===== src/core/fci_defs.svh =====
// Constants for the flash command interface host controller
// Summary of operation
// - Identifier pin at high voltage: bit 0 low gives maker code, high device.
// - Erased cells read one; program all to zero before any bulk erase.
// - Command writes need the programming supply high, chip select, low strobe.
// - 0040h arms program; next strobe gives address and data, starts it.
// - Host waits at least 10 us before program-verify command 00C0h.
// - Host verifies every programmed word and reprograms it on mismatch.
// - Two 0020h writes start bulk erase; a single one never erases.
// - Host waits at least 10 ms before erase-verify command 00A0h.
// - After each erase the host erase-verifies from the current word to the last.
// - FFFFh means erased; any other word forces another erase.
// - 00FFh written twice cancels armed program or erase, back to read.
`ifndef FCI_DEFS_SVH
`define FCI_DEFS_SVH

// ==========================================================================
// Clock and bus timing
`define FCI_CLK_MHZ      200
`define FCI_T_ELWL_NS    20
`define FCI_T_WLWH_NS    60
`define FCI_T_WHWL_NS    20
`define FCI_T_ACC_NS     170
`define FCI_T_GHQZ_NS    35
`define FCI_T_WHGL_US    6
`define FCI_T_VPEL_US    1
`define FCI_T_PROG_US    10
`define FCI_T_ERASE_MS   10
// Least times round up to whole cycles
`define FCI_CYC_ELWL  ((`FCI_T_ELWL_NS * `FCI_CLK_MHZ + 999) / 1000)
`define FCI_CYC_WLWH  ((`FCI_T_WLWH_NS * `FCI_CLK_MHZ + 999) / 1000)
`define FCI_CYC_WHWL  ((`FCI_T_WHWL_NS * `FCI_CLK_MHZ + 999) / 1000)
`define FCI_CYC_ACC   ((`FCI_T_ACC_NS * `FCI_CLK_MHZ + 999) / 1000)
`define FCI_CYC_GHQZ  ((`FCI_T_GHQZ_NS * `FCI_CLK_MHZ + 999) / 1000)
`define FCI_CYC_WHGL  (`FCI_T_WHGL_US * `FCI_CLK_MHZ)
`define FCI_CYC_VPEL  (`FCI_T_VPEL_US * `FCI_CLK_MHZ)
`define FCI_CYC_PROG  (`FCI_T_PROG_US * `FCI_CLK_MHZ)
`define FCI_CYC_ERASE (`FCI_T_ERASE_MS * 1000 * `FCI_CLK_MHZ)

// ==========================================================================
// Command codes and data values
`define FCI_CMD_READ     16'h0000
`define FCI_CMD_ID       16'h0090
`define FCI_CMD_ERASE    16'h0020
`define FCI_CMD_EVERIFY  16'h00A0
`define FCI_CMD_PROGRAM  16'h0040
`define FCI_CMD_PVERIFY  16'h00C0
`define FCI_CMD_RESET    16'h00FF
`define FCI_ERASED_WORD  16'hFFFF
`define FCI_ZERO_WORD    16'h0000
`define FCI_LAST_ADDR    16'hFFFF
`define FCI_ID_BYTE_MASK 16'h00FF
`define FCI_MAX_PROG_TRIES  25
`define FCI_MAX_ERASE_TRIES 1000

`endif


===== src/core/fci_pkg.sv =====
// Types for the flash command interface host controller
package fci_pkg;

  // ========================================================================
  // User operations
  typedef enum logic [2:0] {
    OP_READ    = 3'h0,
    OP_PROGRAM = 3'h1,
    OP_ERASE   = 3'h2,
    OP_ID_CMD  = 3'h3,
    OP_ID_PIN  = 3'h4,
    OP_RESET   = 3'h5
  } fci_op_t;

  // ========================================================================
  // Sequencer states, Gray in listed order from S_IDLE to S_DONE
  typedef enum logic [4:0] {
    S_IDLE   = 5'b00000,
    S_VPP    = 5'b00001,
    S_P_SET  = 5'b00011,
    S_P_DATA = 5'b00010,
    S_P_WAIT = 5'b00110,
    S_P_VFY  = 5'b00111,
    S_P_READ = 5'b00101,
    S_E_SET  = 5'b00100,
    S_E_GO   = 5'b01100,
    S_E_WAIT = 5'b01101,
    S_E_VFY  = 5'b01111,
    S_E_READ = 5'b01110,
    S_EXIT   = 5'b01010,
    S_DONE   = 5'b01011,
    S_ID_CMD = 5'b01001,
    S_RD     = 5'b01000,
    S_RST1   = 5'b11000,
    S_RST2   = 5'b11001
  } fci_state_t;

  // ========================================================================
  // Bus cycle phases
  typedef enum logic [2:0] {
    B_IDLE   = 3'b000,
    B_SETUP  = 3'b001,
    B_STROBE = 3'b011,
    B_HOLD   = 3'b010,
    B_REC    = 3'b110,
    B_ACC    = 3'b111,
    B_DIS    = 3'b101
  } fci_bus_t;

endpackage : fci_pkg


===== src/core/fci_bus_cycle.sv =====
// One timed write or read cycle on the flash parallel pins
`timescale 1ns/1ps
`include "fci_defs.svh"

module fci_bus_cycle #(
  parameter int ADDR_W = 16,
  parameter int DATA_W = 16
) (
  input  wire logic              clock,
  input  wire logic              rst_n,
  input  wire logic              start,
  input  wire logic              wr,
  input  wire logic [ADDR_W-1:0] addr,
  input  wire logic [DATA_W-1:0] wdata,
  input  wire logic [DATA_W-1:0] dq_in,
  output logic                   done,
  output logic      [DATA_W-1:0] rdata,
  output logic                   e_n,
  output logic                   g_n,
  output logic                   w_n,
  output logic      [ADDR_W-1:0] addr_o,
  output logic      [DATA_W-1:0] dq_o,
  output logic                   dq_oe
);

  fci_pkg::fci_bus_t bstate, next_bstate;
  logic [10:0]       cnt, next_cnt;
  logic [10:0]       rec, next_rec;
  logic              next_done, next_e_n, next_g_n, next_w_n, next_dq_oe;
  logic [DATA_W-1:0] next_rdata, next_dq_o;
  logic [ADDR_W-1:0] next_addr_o;

  // ==========================================================================
  // Next-state logic
  always_comb begin
    next_bstate = bstate;
    next_cnt    = (cnt != 11'h000) ? cnt - 11'h001 : cnt;
    next_rec    = (rec != 11'h000) ? rec - 11'h001 : rec;
    next_done   = 1'b0;
    next_e_n    = e_n;
    next_g_n    = g_n;
    next_w_n    = w_n;
    next_dq_oe  = dq_oe;
    next_rdata  = rdata;
    next_dq_o   = dq_o;
    next_addr_o = addr_o;
    case (bstate)
      fci_pkg::B_IDLE: begin
        if (start) begin
          next_addr_o = addr;
          next_dq_o   = wdata;
          if (wr) begin
            // chip select low ahead of strobe
            next_e_n    = 1'b0;
            next_dq_oe  = 1'b1;
            next_cnt    = 11'(`FCI_CYC_ELWL - 1);
            next_bstate = fci_pkg::B_SETUP;
          end else begin
            next_bstate = fci_pkg::B_REC;
          end
        end
      end
      fci_pkg::B_SETUP: begin
        if (cnt == 11'h000) begin
          next_w_n    = 1'b0;
          next_cnt    = 11'(`FCI_CYC_WLWH - 1);
          next_bstate = fci_pkg::B_STROBE;
        end
      end
      fci_pkg::B_STROBE: begin
        if (cnt == 11'h000) begin
          next_w_n    = 1'b1;
          next_cnt    = 11'(`FCI_CYC_WHWL - 1);
          next_bstate = fci_pkg::B_HOLD;
        end
      end
      fci_pkg::B_HOLD: begin
        if (cnt == 11'h000) begin
          next_e_n    = 1'b1;
          next_dq_oe  = 1'b0;
          next_rec    = 11'(`FCI_CYC_WHGL);
          next_done   = 1'b1;
          next_bstate = fci_pkg::B_IDLE;
        end
      end
      fci_pkg::B_REC: begin
        // Reads wait out the write recovery time
        if (rec == 11'h000) begin
          // both selects low only while our drivers are off
          next_e_n    = 1'b0;
          next_g_n    = 1'b0;
          next_cnt    = 11'(`FCI_CYC_ACC - 1);
          next_bstate = fci_pkg::B_ACC;
        end
      end
      fci_pkg::B_ACC: begin
        if (cnt == 11'h000) begin
          next_rdata  = dq_in;
          next_e_n    = 1'b1;
          next_g_n    = 1'b1;
          next_cnt    = 11'(`FCI_CYC_GHQZ - 1);
          next_bstate = fci_pkg::B_DIS;
        end
      end
      fci_pkg::B_DIS: begin
        // let the device float before we drive again
        if (cnt == 11'h000) begin
          next_done   = 1'b1;
          next_bstate = fci_pkg::B_IDLE;
        end
      end
      default: next_bstate = fci_pkg::B_IDLE;
    endcase
  end

  // ==========================================================================
  // Registers
  always_ff @(posedge clock) begin
    if (!rst_n) begin
      bstate <= fci_pkg::B_IDLE;
      cnt    <= 11'h000;
      rec    <= 11'h000;
      done   <= 1'b0;
      e_n    <= 1'b1;
      g_n    <= 1'b1;
      w_n    <= 1'b1;
      dq_oe  <= 1'b0;
      rdata  <= '0;
      dq_o   <= '0;
      addr_o <= '0;
    end else begin
      bstate <= next_bstate;
      cnt    <= next_cnt;
      rec    <= next_rec;
      done   <= next_done;
      e_n    <= next_e_n;
      g_n    <= next_g_n;
      w_n    <= next_w_n;
      dq_oe  <= next_dq_oe;
      rdata  <= next_rdata;
      dq_o   <= next_dq_o;
      addr_o <= next_addr_o;
    end
  end

endmodule : fci_bus_cycle


===== src/core/fci_host.sv =====
// Host sequencer that reads, programs, erases and identifies the flash
`timescale 1ns/1ps
`include "fci_defs.svh"

module fci_host #(
  parameter int unsigned ERASE_WAIT_CYC = `FCI_CYC_ERASE,
  parameter int unsigned PROG_TRIES     = `FCI_MAX_PROG_TRIES,
  parameter int unsigned ERASE_TRIES    = `FCI_MAX_ERASE_TRIES
) (
  input  wire logic        CLOCK,
  input  wire logic        RST_N,
  input  wire logic        CMD_VALID,
  input  wire logic [2:0]  CMD_OP,
  input  wire logic [15:0] CMD_ADDR,
  input  wire logic [15:0] CMD_DATA,
  output logic             CMD_READY,
  output logic             RESP_VALID,
  output logic      [15:0] RESP_DATA,
  output logic             RESP_OK,
  output logic             FL_E_N,
  output logic             FL_G_N,
  output logic             FL_W_N,
  output logic      [15:0] FL_ADDR,
  output logic      [15:0] FL_DQ_OUT,
  output logic             FL_DQ_OE,
  input  wire logic [15:0] FL_DQ_IN,
  output logic             FL_VPP_HIGH,
  output logic             FL_HV_ID
);

  fci_pkg::fci_state_t state, next_state;
  fci_pkg::fci_op_t    op, next_op;
  logic [31:0] wait_cnt, next_wait;
  logic [15:0] addr, next_addr;
  logic [15:0] data, next_data;
  logic [15:0] tries, next_tries;
  logic        issued, next_issued;
  logic        zfill, next_zfill;
  logic        fail, next_fail;
  logic        next_ready, next_resp_valid, next_resp_ok;
  logic [15:0] next_resp_data;
  logic        next_vpp, next_hv;
  logic        bus_state, step, bc_start, bc_wr, bc_done;
  logic [15:0] bc_addr, bc_wdata, bc_rdata;

  // ==========================================================================
  // Pin cycle engine
  fci_bus_cycle #(
    .ADDR_W (16),
    .DATA_W (16)
  ) u_bus (
    .clock  (CLOCK),
    .rst_n  (RST_N),
    .start  (bc_start),
    .wr     (bc_wr),
    .addr   (bc_addr),
    .wdata  (bc_wdata),
    .dq_in  (FL_DQ_IN),
    .done   (bc_done),
    .rdata  (bc_rdata),
    .e_n    (FL_E_N),
    .g_n    (FL_G_N),
    .w_n    (FL_W_N),
    .addr_o (FL_ADDR),
    .dq_o   (FL_DQ_OUT),
    .dq_oe  (FL_DQ_OE)
  );

  // ==========================================================================
  // Sequencer next-state logic
  always_comb begin
    next_state      = state;
    next_op         = op;
    next_wait       = (wait_cnt != 32'h0000_0000) ? wait_cnt - 32'h0000_0001
                                                  : wait_cnt;
    next_addr       = addr;
    next_data       = data;
    next_tries      = tries;
    next_zfill      = zfill;
    next_fail       = fail;
    next_ready      = CMD_READY;
    next_resp_valid = 1'b0;
    next_resp_data  = RESP_DATA;
    next_resp_ok    = RESP_OK;
    next_vpp        = FL_VPP_HIGH;
    next_hv         = FL_HV_ID;
    bus_state = !(state inside {fci_pkg::S_IDLE, fci_pkg::S_VPP,
                                fci_pkg::S_P_WAIT, fci_pkg::S_E_WAIT,
                                fci_pkg::S_DONE});
    bc_start    = bus_state && !issued;
    step        = issued && bc_done;
    next_issued = step ? 1'b0 : (issued || bc_start);
    bc_wr       = 1'b1;
    bc_addr     = addr;
    bc_wdata    = `FCI_CMD_READ;
    case (state)
      fci_pkg::S_IDLE: begin
        if (CMD_VALID) begin
          next_ready = 1'b0;
          next_op    = fci_pkg::fci_op_t'(CMD_OP);
          next_addr  = CMD_ADDR;
          next_data  = CMD_DATA;
          next_tries = 16'h0000;
          next_fail  = 1'b0;
          next_zfill = 1'b0;
          case (fci_pkg::fci_op_t'(CMD_OP))
            fci_pkg::OP_READ: next_state = fci_pkg::S_RD;
            fci_pkg::OP_ID_PIN: begin
              // high voltage pin, other address bits low
              next_hv    = 1'b1;
              next_addr  = {15'h0000, CMD_ADDR[0]};
              next_state = fci_pkg::S_RD;
            end
            default: begin
              // erase starts by zeroing the whole array
              next_zfill = (CMD_OP == fci_pkg::OP_ERASE);
              if (CMD_OP == fci_pkg::OP_ERASE) begin
                next_addr = 16'h0000;
              end
              // raise the programming supply before writes
              next_vpp   = 1'b1;
              next_wait  = 32'(`FCI_CYC_VPEL);
              next_state = fci_pkg::S_VPP;
            end
          endcase
        end
      end
      fci_pkg::S_VPP: begin
        if (wait_cnt == 32'h0000_0000) begin
          case (op)
            fci_pkg::OP_PROGRAM: next_state = fci_pkg::S_P_SET;
            fci_pkg::OP_ERASE:   next_state = fci_pkg::S_P_SET;
            fci_pkg::OP_ID_CMD:  next_state = fci_pkg::S_ID_CMD;
            fci_pkg::OP_RESET:   next_state = fci_pkg::S_RST1;
            default:             next_state = fci_pkg::S_DONE;
          endcase
        end
      end
      fci_pkg::S_P_SET: begin
        bc_wdata = `FCI_CMD_PROGRAM;
        if (step) next_state = fci_pkg::S_P_DATA;
      end
      fci_pkg::S_P_DATA: begin
        bc_wdata = zfill ? `FCI_ZERO_WORD : data;
        if (step) begin
          next_wait  = 32'(`FCI_CYC_PROG);
          next_state = fci_pkg::S_P_WAIT;
        end
      end
      fci_pkg::S_P_WAIT: begin
        if (wait_cnt == 32'h0000_0000) next_state = fci_pkg::S_P_VFY;
      end
      fci_pkg::S_P_VFY: begin
        bc_wdata = `FCI_CMD_PVERIFY;
        if (step) next_state = fci_pkg::S_P_READ;
      end
      fci_pkg::S_P_READ: begin
        bc_wr = 1'b0;
        if (step) begin
          if (bc_rdata != (zfill ? `FCI_ZERO_WORD : data)) begin
            next_tries = tries + 16'h0001;
            if (32'(tries) + 32'h0000_0001 >= PROG_TRIES) begin
              next_fail  = 1'b1;
              next_state = fci_pkg::S_EXIT;
            end else begin
              next_state = fci_pkg::S_P_SET;
            end
          end else if (!zfill) begin
            next_state = fci_pkg::S_EXIT;
          end else if (addr == `FCI_LAST_ADDR) begin
            next_zfill = 1'b0;
            next_tries = 16'h0000;
            next_addr  = 16'h0000;
            next_state = fci_pkg::S_E_SET;
          end else begin
            next_tries = 16'h0000;
            next_addr  = addr + 16'h0001;
            next_state = fci_pkg::S_P_SET;
          end
        end
      end
      fci_pkg::S_E_SET: begin
        bc_wdata = `FCI_CMD_ERASE;
        if (step) next_state = fci_pkg::S_E_GO;
      end
      fci_pkg::S_E_GO: begin
        bc_wdata = `FCI_CMD_ERASE;
        if (step) begin
          next_wait  = ERASE_WAIT_CYC;
          next_state = fci_pkg::S_E_WAIT;
        end
      end
      fci_pkg::S_E_WAIT: begin
        if (wait_cnt == 32'h0000_0000) next_state = fci_pkg::S_E_VFY;
      end
      fci_pkg::S_E_VFY: begin
        // verify address rides the command write
        bc_wdata = `FCI_CMD_EVERIFY;
        if (step) next_state = fci_pkg::S_E_READ;
      end
      fci_pkg::S_E_READ: begin
        bc_wr = 1'b0;
        if (step) begin
          // anything but all ones needs another erase
          if (bc_rdata != `FCI_ERASED_WORD) begin
            next_tries = tries + 16'h0001;
            if (32'(tries) + 32'h0000_0001 >= ERASE_TRIES) begin
              next_fail  = 1'b1;
              next_state = fci_pkg::S_EXIT;
            end else begin
              next_state = fci_pkg::S_E_SET;
            end
          // walk every word of the array
          end else if (addr == `FCI_LAST_ADDR) begin
            next_state = fci_pkg::S_EXIT;
          end else begin
            next_addr  = addr + 16'h0001;
            next_state = fci_pkg::S_E_VFY;
          end
        end
      end
      fci_pkg::S_ID_CMD: begin
        // identifier mode, then read word 0 or 1
        bc_wdata = `FCI_CMD_ID;
        if (step) begin
          next_addr  = {15'h0000, addr[0]};
          next_state = fci_pkg::S_RD;
        end
      end
      fci_pkg::S_RD: begin
        bc_wr = 1'b0;
        if (step) begin
          next_resp_data = bc_rdata;
          // identifier codes carry a zero upper byte
          if (op == fci_pkg::OP_ID_CMD || op == fci_pkg::OP_ID_PIN) begin
            next_resp_data = bc_rdata & `FCI_ID_BYTE_MASK;
          end
          next_state = (op == fci_pkg::OP_ID_CMD) ? fci_pkg::S_EXIT
                                                  : fci_pkg::S_DONE;
        end
      end
      fci_pkg::S_RST1: begin
        // two reset writes back to back
        bc_wdata = `FCI_CMD_RESET;
        if (step) next_state = fci_pkg::S_RST2;
      end
      fci_pkg::S_RST2: begin
        bc_wdata = `FCI_CMD_RESET;
        if (step) next_state = fci_pkg::S_DONE;
      end
      fci_pkg::S_EXIT: begin
        // leave the device in array read
        bc_wdata = `FCI_CMD_READ;
        if (step) next_state = fci_pkg::S_DONE;
      end
      fci_pkg::S_DONE: begin
        next_vpp        = 1'b0;
        next_hv         = 1'b0;
        next_resp_valid = 1'b1;
        next_resp_ok    = !fail;
        next_ready      = 1'b1;
        next_state      = fci_pkg::S_IDLE;
      end
      default: next_state = fci_pkg::S_IDLE;
    endcase
  end

  // ==========================================================================
  // Registers
  always_ff @(posedge CLOCK) begin
    if (!RST_N) begin
      state       <= fci_pkg::S_IDLE;
      op          <= fci_pkg::OP_READ;
      wait_cnt    <= 32'h0000_0000;
      addr        <= 16'h0000;
      data        <= 16'h0000;
      tries       <= 16'h0000;
      issued      <= 1'b0;
      zfill       <= 1'b0;
      fail        <= 1'b0;
      CMD_READY   <= 1'b1;
      RESP_VALID  <= 1'b0;
      RESP_DATA   <= 16'h0000;
      RESP_OK     <= 1'b0;
      FL_VPP_HIGH <= 1'b0;
      FL_HV_ID    <= 1'b0;
    end else begin
      state       <= next_state;
      op          <= next_op;
      wait_cnt    <= next_wait;
      addr        <= next_addr;
      data        <= next_data;
      tries       <= next_tries;
      issued      <= next_issued;
      zfill       <= next_zfill;
      fail        <= next_fail;
      CMD_READY   <= next_ready;
      RESP_VALID  <= next_resp_valid;
      RESP_DATA   <= next_resp_data;
      RESP_OK     <= next_resp_ok;
      FL_VPP_HIGH <= next_vpp;
      FL_HV_ID    <= next_hv;
    end
  end

endmodule : fci_host


===== config.mk =====
export PLATFORM = sky130hd
export DESIGN_NAME = fci_host
export DESIGN_NICKNAME = d
export VERILOG_FILES = /design/src/core/fci_pkg.sv /design/src/core/fci_bus_cycle.sv /design/src/core/fci_host.sv
export VERILOG_INCLUDE_DIRS = /design/src /design/src/core
export SDC_FILE = /design/constraint.sdc
export NUM_CORES = 1
export LEC_CHECK = 0
export BUFFER_PORTS_ARGS = -buffer_cell sky130_fd_sc_hd__clkbuf_2
export CAP_MARGIN = 10
export CORE_ASPECT_RATIO = 0.9
export CORE_MARGIN = 10
export CORE_UTILIZATION = 58
export CTS_BUF_LIST = sky130_fd_sc_hd__clkbuf_8
export DETAILED_ROUTE_END_ITERATION = 8
export MAX_ROUTING_LAYER = met4
export PLACE_DENSITY = 0.75
export SLEW_MARGIN = 20
export SYNTH_ARGS = -nofsm -noshare
export SYNTH_HDL_FRONTEND = slang
export SYNTH_SLANG_ARGS = --single-unit

===== constraint.sdc =====
create_clock -name CLOCK -period 3.9 [get_ports CLOCK]
set_input_delay 0.78 -clock CLOCK [delete_from_list [all_inputs] [get_ports CLOCK]]
set_output_delay 0.78 -clock CLOCK [all_outputs]
set_load 0.05 [all_outputs]

== Word level (Yosys, flattened, before mapping) ==
Index checks and enable logic that the tools add are counted.

* Register bits after elaboration: 190
* Input bits: 54
* Output and inout bits: 57
* Logic and storage cells: 268

* Add/subtract/negate cells: 6
* Order comparisons: 2
* Eq/ne operators: 69
* Muxes and demuxes: 109
* Bitwise gates (word level): 2
* Reduce and logical (&&, ||, !) cells: 53

{| class="wikitable"
|+ Operators by type and width
! cell !! count
|-
| 2-to-1 mux 16 bit || 18
|-
| 2-to-1 mux 32 bit || 5
|-
| case mux 16 bit (7 select lines) || 1
|-
| 2-to-1 mux 11 bit || 10
|-
| case mux 32 bit (3 select lines) || 1
|-
| 2-to-1 mux 5 bit || 18
|-
| case mux 5 bit (16 select lines) || 1
|-
| case mux 16 bit (4 select lines) || 1
|-
| case mux 11 bit (5 select lines) || 1
|-
| case mux 16 bit (3 select lines) || 1
|-
| inequality test 2 bit, second input constant || 23
|-
| == test 5 x 4 -> 1 bit, second input constant || 8
|-
| adder 16 x 1 -> 16 bit, second input constant || 2
|-
| >= comparator 32 x 5 -> 1 bit, second input constant || 1
|-
| logical NOT 32 bit || 1
|-
| case mux 16 bit (2 select lines) || 1
|-
| nonzero test 32 bit || 1
|-
| subtractor 32 x 1 -> 32 bit, second input constant || 1
|-
| 2-to-1 mux 1 bit || 27
|-
| 2-to-1 mux 3 bit || 9
|-
| inequality test 2 x 1 -> 1 bit, second input constant || 12
|-
| logical NOT 11 bit || 2
|-
| nonzero test 11 bit || 2
|-
| subtractor 11 x 1 -> 11 bit, second input constant || 2
|-
| 38 further kinds || 92
|}

== Depth between registers and ports, before layout ==
* Word-level depth: 6
* Mapped depth: 13
* Gate-level depth less buffers: 12

== Modules after synthesis ==
Synthesis repeated with hierarchy kept, for this count alone.

* Cells, all modules: 1293
* Area total of the unflattened synthesis: 9998.3 sq um

{| class="wikitable"
|+ By module, submodules not included
! module !! instances !! cells an instance !! area each (sq um) !! sequential area each (sq um)
|-
| fci_host || 1 || 885 || 6632.6 || 2242.2
|-
| fci_bus_cycle || 1 || 408 || 3365.7 || 1561.5
|}

== Least setup slack after synthesis ==
No wires, ideal clock.

* Path type: register to register
* Start: register u_bus.cnt[0]
* End: register u_bus.cnt[0]
* Library setup time: 119 ps
* Arrival: 2704 ps
* Required time: 3781 ps
* Slack: 1077 ps
* Cell stages (with the launch flop): 13
* Path buffers: 1
* Clock period less this slack: 2823 ps
* Path through: dfxtp_1 inv_1 ha_1 or3b_2 nor4_1 nor2b_1 inv_1 buf_1 ha_1 a21oi_1 o32a_1 o21ai_0 a21oi_1

* Longest elaborated chain between the ends: 5
* Elaborated cells between the ends (all ways): 11
* Classes of those cells: add/sub (1); mux (8); reduce/logical (2)

{| class="wikitable"
|+ Ends and longest elaborated chain
! item !! line !! source
|-
| from (decl) || fci_bus_cycle.sv:27 || <nowiki>logic [10:0] cnt, next_cnt;</nowiki>
|-
| from (signal assigned) || fci_bus_cycle.sv:133 || <nowiki>cnt <= next_cnt;</nowiki>
|-
| subtractor 11 x 1 -> 11 bit / nonzero test 11 bit (equally long branches) || fci_bus_cycle.sv:37 || <nowiki>next_cnt = (cnt != 11'h000) ? cnt - 11'h001 : cnt;</nowiki>
|-
| 2-to-1 mux 11 bit || fci_bus_cycle.sv:37 ||
|-
| 2-to-1 mux 11 bit || fci_bus_cycle.sv:52 || <nowiki>if (wr) begin</nowiki>
|-
| 2-to-1 mux 11 bit || fci_bus_cycle.sv:49 || <nowiki>if (start) begin</nowiki>
|-
| case mux 11 bit (5 select lines) (*) || fci_bus_cycle.sv:47 || <nowiki>case (bstate)</nowiki>
|}

Every way passes the cells marked *; elsewhere a longest branch is shown, timed or not.
A chain may end at the register's enable or synchronous reset.

== Worst setup path after layout ==
Same ends and word-level chain as after synthesis.

==> metrics.json <==
{
  "result_of_the_run": "completed",
  "nNetsFinal": 1419,
  "die_outline_area_um2": 22300,
  "timing.critical_path.required_ps": 4280,
  "cts_tree": "built",
  "synth_ff_type": "sky130_fd_sc_hd__dfxtp_1",
  "io_pins": 111,
  "placement.cell_area_um2": 10400,
  "filler_cell_count": 1471,
  "fin_crit_ps": 3070,
  "ys_warn_count": 0,
  "seq_power_share_pct": 37.5,
  "critPathKind": "flip-flop to flip-flop",
  "min_to": "u_bus.dq_o[9]",
  "share_of_flip_flops_with_an_asynchronous_set_or_reset_pct": 0,
  "ctsHtreeMaxLevel": 4,
  "timing.hold.worst_path_depth": 2,
  "worst_r2r_startpoint": "u_bus.cnt[0]",
  "final.setup.tns_ps": 0,
  "routed_wirelength_um": 26700,
  "synth.cell_area_um2": 9700,
  "first_pass_grt_wire_length_um": 43800,
  "post-route-drc-count": 0,
  "syn_to_final_growth_pct": 11.6,
  "internal_power_uw": 4050,
  "avgRoutedWirePerCell_um": 17.0,
  "cp_max_fo": 15,
  "relSlewSlack_pct": 40.1,
  "switching_fraction_pct": 42.6,
  "relative_contribution_of_the_clock_network_to_total_power_pct": 19.5,
  "drive_above_1_share_pct": 13.6,
  "kind_of_start_point_of_the_critical_path": "flip-flop",
  "gpl.final_weighted_congestion": 0.962,
  "r2r.worst_path.cells": 11,
  "min_setup_slack_post_route_ps": 826,
  "post_drt_via_cell_ratio": 6.01,
  "final_worst_path_cycle_share_pct": 78.8,
  "critPathCaptureType": "flip-flop",
  "max_freq_mhz": 325,
  "cts.reportedPaths.clkPinSlew_ps": 110,
  "synth_top_area_share_pct": 39.2,
  "post-route-util_pct": 66.4,
  "postRouteAntennaNets": 0,
  "placement_rows": 44,
  "post_placement_setup_slack_ps": 886,
  "worst_reg2reg_endpoint": "u_bus.cnt[0]",
  "grt_antenna_before_repair": 0,
  "netlist-cell-type-count": 70,
  "fin_worst_hold_slack_ps": 458,
  "switchingPower_uw": 3000,
  "core_area_um2": 16300,
  "regToRegSetupSlack_ps": 830,
  "drt_first_pass_iters": 6,
  "synth.ff_latch_count": 190,
  "postCtsResizedCells": 0,
  "grt_start_max_net_pins": 43,
  "cts_hold_buffers": 0,
  "grt_setup_unrepaired": "false",
  "static-leakage-power_uw": 0.00397,
  "synth_fp_nets": 1343,
  "synth_top_area_cell": "sky130_fd_sc_hd__dfxtp_1",
  "detail_route.iter0.violations": 860,
  "cts_root_buf": "sky130_fd_sc_hd__clkbuf_8",
  "power.share.combinational_pct": 43.0,
  "report.final.hold_viol_count": 0,
  "tightestPinTransition_ps": 890,
  "vdd_drop_max_uv": 389,
  "dp.final_hpwl_um": 19200,
  "chipWidth_um": 156,
  "gr-usage-all-layers_pct": 24.3,
  "finalSetupViolCount": 0,
  "grt-ovfl-total": 0,
  "number_of_global_route_vias_before_repair": 8759,
  "initial_core_utilization_pct": 59.5,
  "buffer_ports.inserted": 110,
  "clk_path_buf_depth": 2,
  "ys_top_cells_by_area": "sky130_fd_sc_hd__dfxtp_1, sky130_fd_sc_hd__nand2_1, sky130_fd_sc_hd__a21oi_1",
  "final_design_area_no_fill_um2": 10800,
  "synth_seq_area_share_pct": 39.2,
  "power_per_cell_area_nw_per_um2": 652,
  "clock_insertion_delay_worst_skew_ps": 490,
  "worst_clock_skew_ps": 21.7,
  "cts_setup_buffers": 0,
  "cap_violations": 0,
  "postSynthAreaPerCell_um2": 7.57,
  "route.vias.total": 9474,
  "hp-class": "flip-flop to flip-flop",
  "cts_sinks": 190,
  "slew_violations": 0,
  "cp_data_arrival_time_ps": 3450,
  "tritoncts.num_buffers": 17,
  "hold_path.startpoint": "u_bus.dq_o[9]",
  "floorplan.die.height_um": 143,
  "synth_enable_flop_cells": 0,
  "syn_inst": 1280,
  "antenna_cells": 0
}
## worst max-delay path, stage by stage, from the launching register on
cell	delay (ps)
sky130_fd_sc_hd__dfxtp_1	350
sky130_fd_sc_hd__inv_1	90
sky130_fd_sc_hd__ha_1	240
sky130_fd_sc_hd__or3b_2	450
sky130_fd_sc_hd__nor4_1	330
sky130_fd_sc_hd__nor2b_1	260
sky130_fd_sc_hd__inv_1	240
sky130_fd_sc_hd__ha_1	380
sky130_fd_sc_hd__a21oi_1	70
sky130_fd_sc_hd__o32a_1	300
sky130_fd_sc_hd__o21ai_0	150
sky130_fd_sc_hd__a21oi_1	90
## worst max-delay path by stage
stage / start / end / slack (ps) / depth (start not counted)
global placement: wait_cnt[24] / state[2] / 930 / 7
CTS: u_bus.cnt[0] / u_bus.cnt[0] / 860 / 11
finish: u_bus.cnt[0] / u_bus.cnt[0] / 830 / 11
detailed placement: u_bus.cnt[0] / u_bus.cnt[0] / 890 / 11
global route: u_bus.cnt[0] / u_bus.cnt[0] / 550 / 11
floorplan: u_bus.cnt[0] / u_bus.cnt[0] / 1080 / 12
## cells by family (layout without fill, tap and decap cells)
logic type                 Yosys count  after routing  synth area share, %
and+or+nand+nor                    580            580                 28.0
AOI/OAI and AO/OA                  334            334                 21.8
adders and majority gates            9              9                 1.16
DFF                                190            190                 39.2
muxes                                3              3                0.310
xor gates and xnor gates            61             61                 5.51
buffers and inverters              103            192                 4.01
## sequential cells by signal, indices dropped and copies added, names as in the netlist, 3 cells and up
name / flops
u_bus.rec: 11
u_bus.dq_o: 16
tries: 16
u_bus.cnt: 11
RESP_DATA: 16
u_bus.rdata: 16
wait_cnt: 32
addr: 16
data: 16
u_bus.addr_o: 16
u_bus.bstate: 3
state: 5
op: 3
## layer usage
metal	routed length [um]	track usage, %
met1	12500	32.8
met2	11800	36.0
met3	2030	5.44
met4	344	6.35
met5	0	-
## layout make-up
| cell class | count | area (um2) | area share, % |
|---|---|---|---|
| timing repair buffer | 134 | 731 | 6.75 |
| sequential | 190 | 3800 | 35.2 |
| tap | 207 | 259 | 2.39 |
| clock inverter | 14 | 169 | 1.56 |
| inverter | 26 | 98.8 | 0.914 |
| clock buffer | 18 | 248 | 2.29 |
| multi-input combinational | 987 | 5510 | 50.9 |
## synth_stat cells (all sizes together) (10+ instances only)
cell	count
a21oi	135
clkbuf	71
o31ai	11
and3	10
nand3b	10
a31oi	24
nor2	134
or3	14
a22oi	15
nand4	22
xnor2	38
inv	25
o21ai	55
nand2	216
nor4	24
xor2	23
nand3	40
a211oi	14
nor3	42
nor2b	11
nand2b	17
dfxtp	190
## cells in the final DEF, fill, tap and decap left out, drive strengths merged, types with 10 or more instances in the layout
cell type,count
buf,24
nand3b,10
o21ai,55
nor3,42
a31oi,24
and3,10
nand4,22
nand3,40
a211oi,14
a22oi,15
xor2,23
nor4,24
nor2b,11
o31ai,11
clkbuf,128
nand2,216
dfxtp,190
inv,34
nor2,134
xnor2,38
a21oi,135
or3,14
nand2b,17
## power groups by stage
stage | clock network (uW) | logic (uW) | registers (uW)
6_report | 1370 | 3030 | 2650
5_1_grt | 1470 | 3390 | 2700
4_1_cts | 1390 | 3010 | 2640
3_5_place_dp | 0 | 2990 | 2680
3_3_place_gp | 0 | 2950 | 2670
2_1_floorplan | 0 | 2310 | 2670
## through the flow
stage | power, uW | std cells
2_1_floorplan | 4980 | 1280
3_3_place_gp | 5620 | 1544
3_5_place_dp | 5670 | 1544
4_1_cts | 7040 | 1576
5_1_grt | 7560 | 1576
6_report | 7050 | 1576
Power figures use the tool's default switching activity.
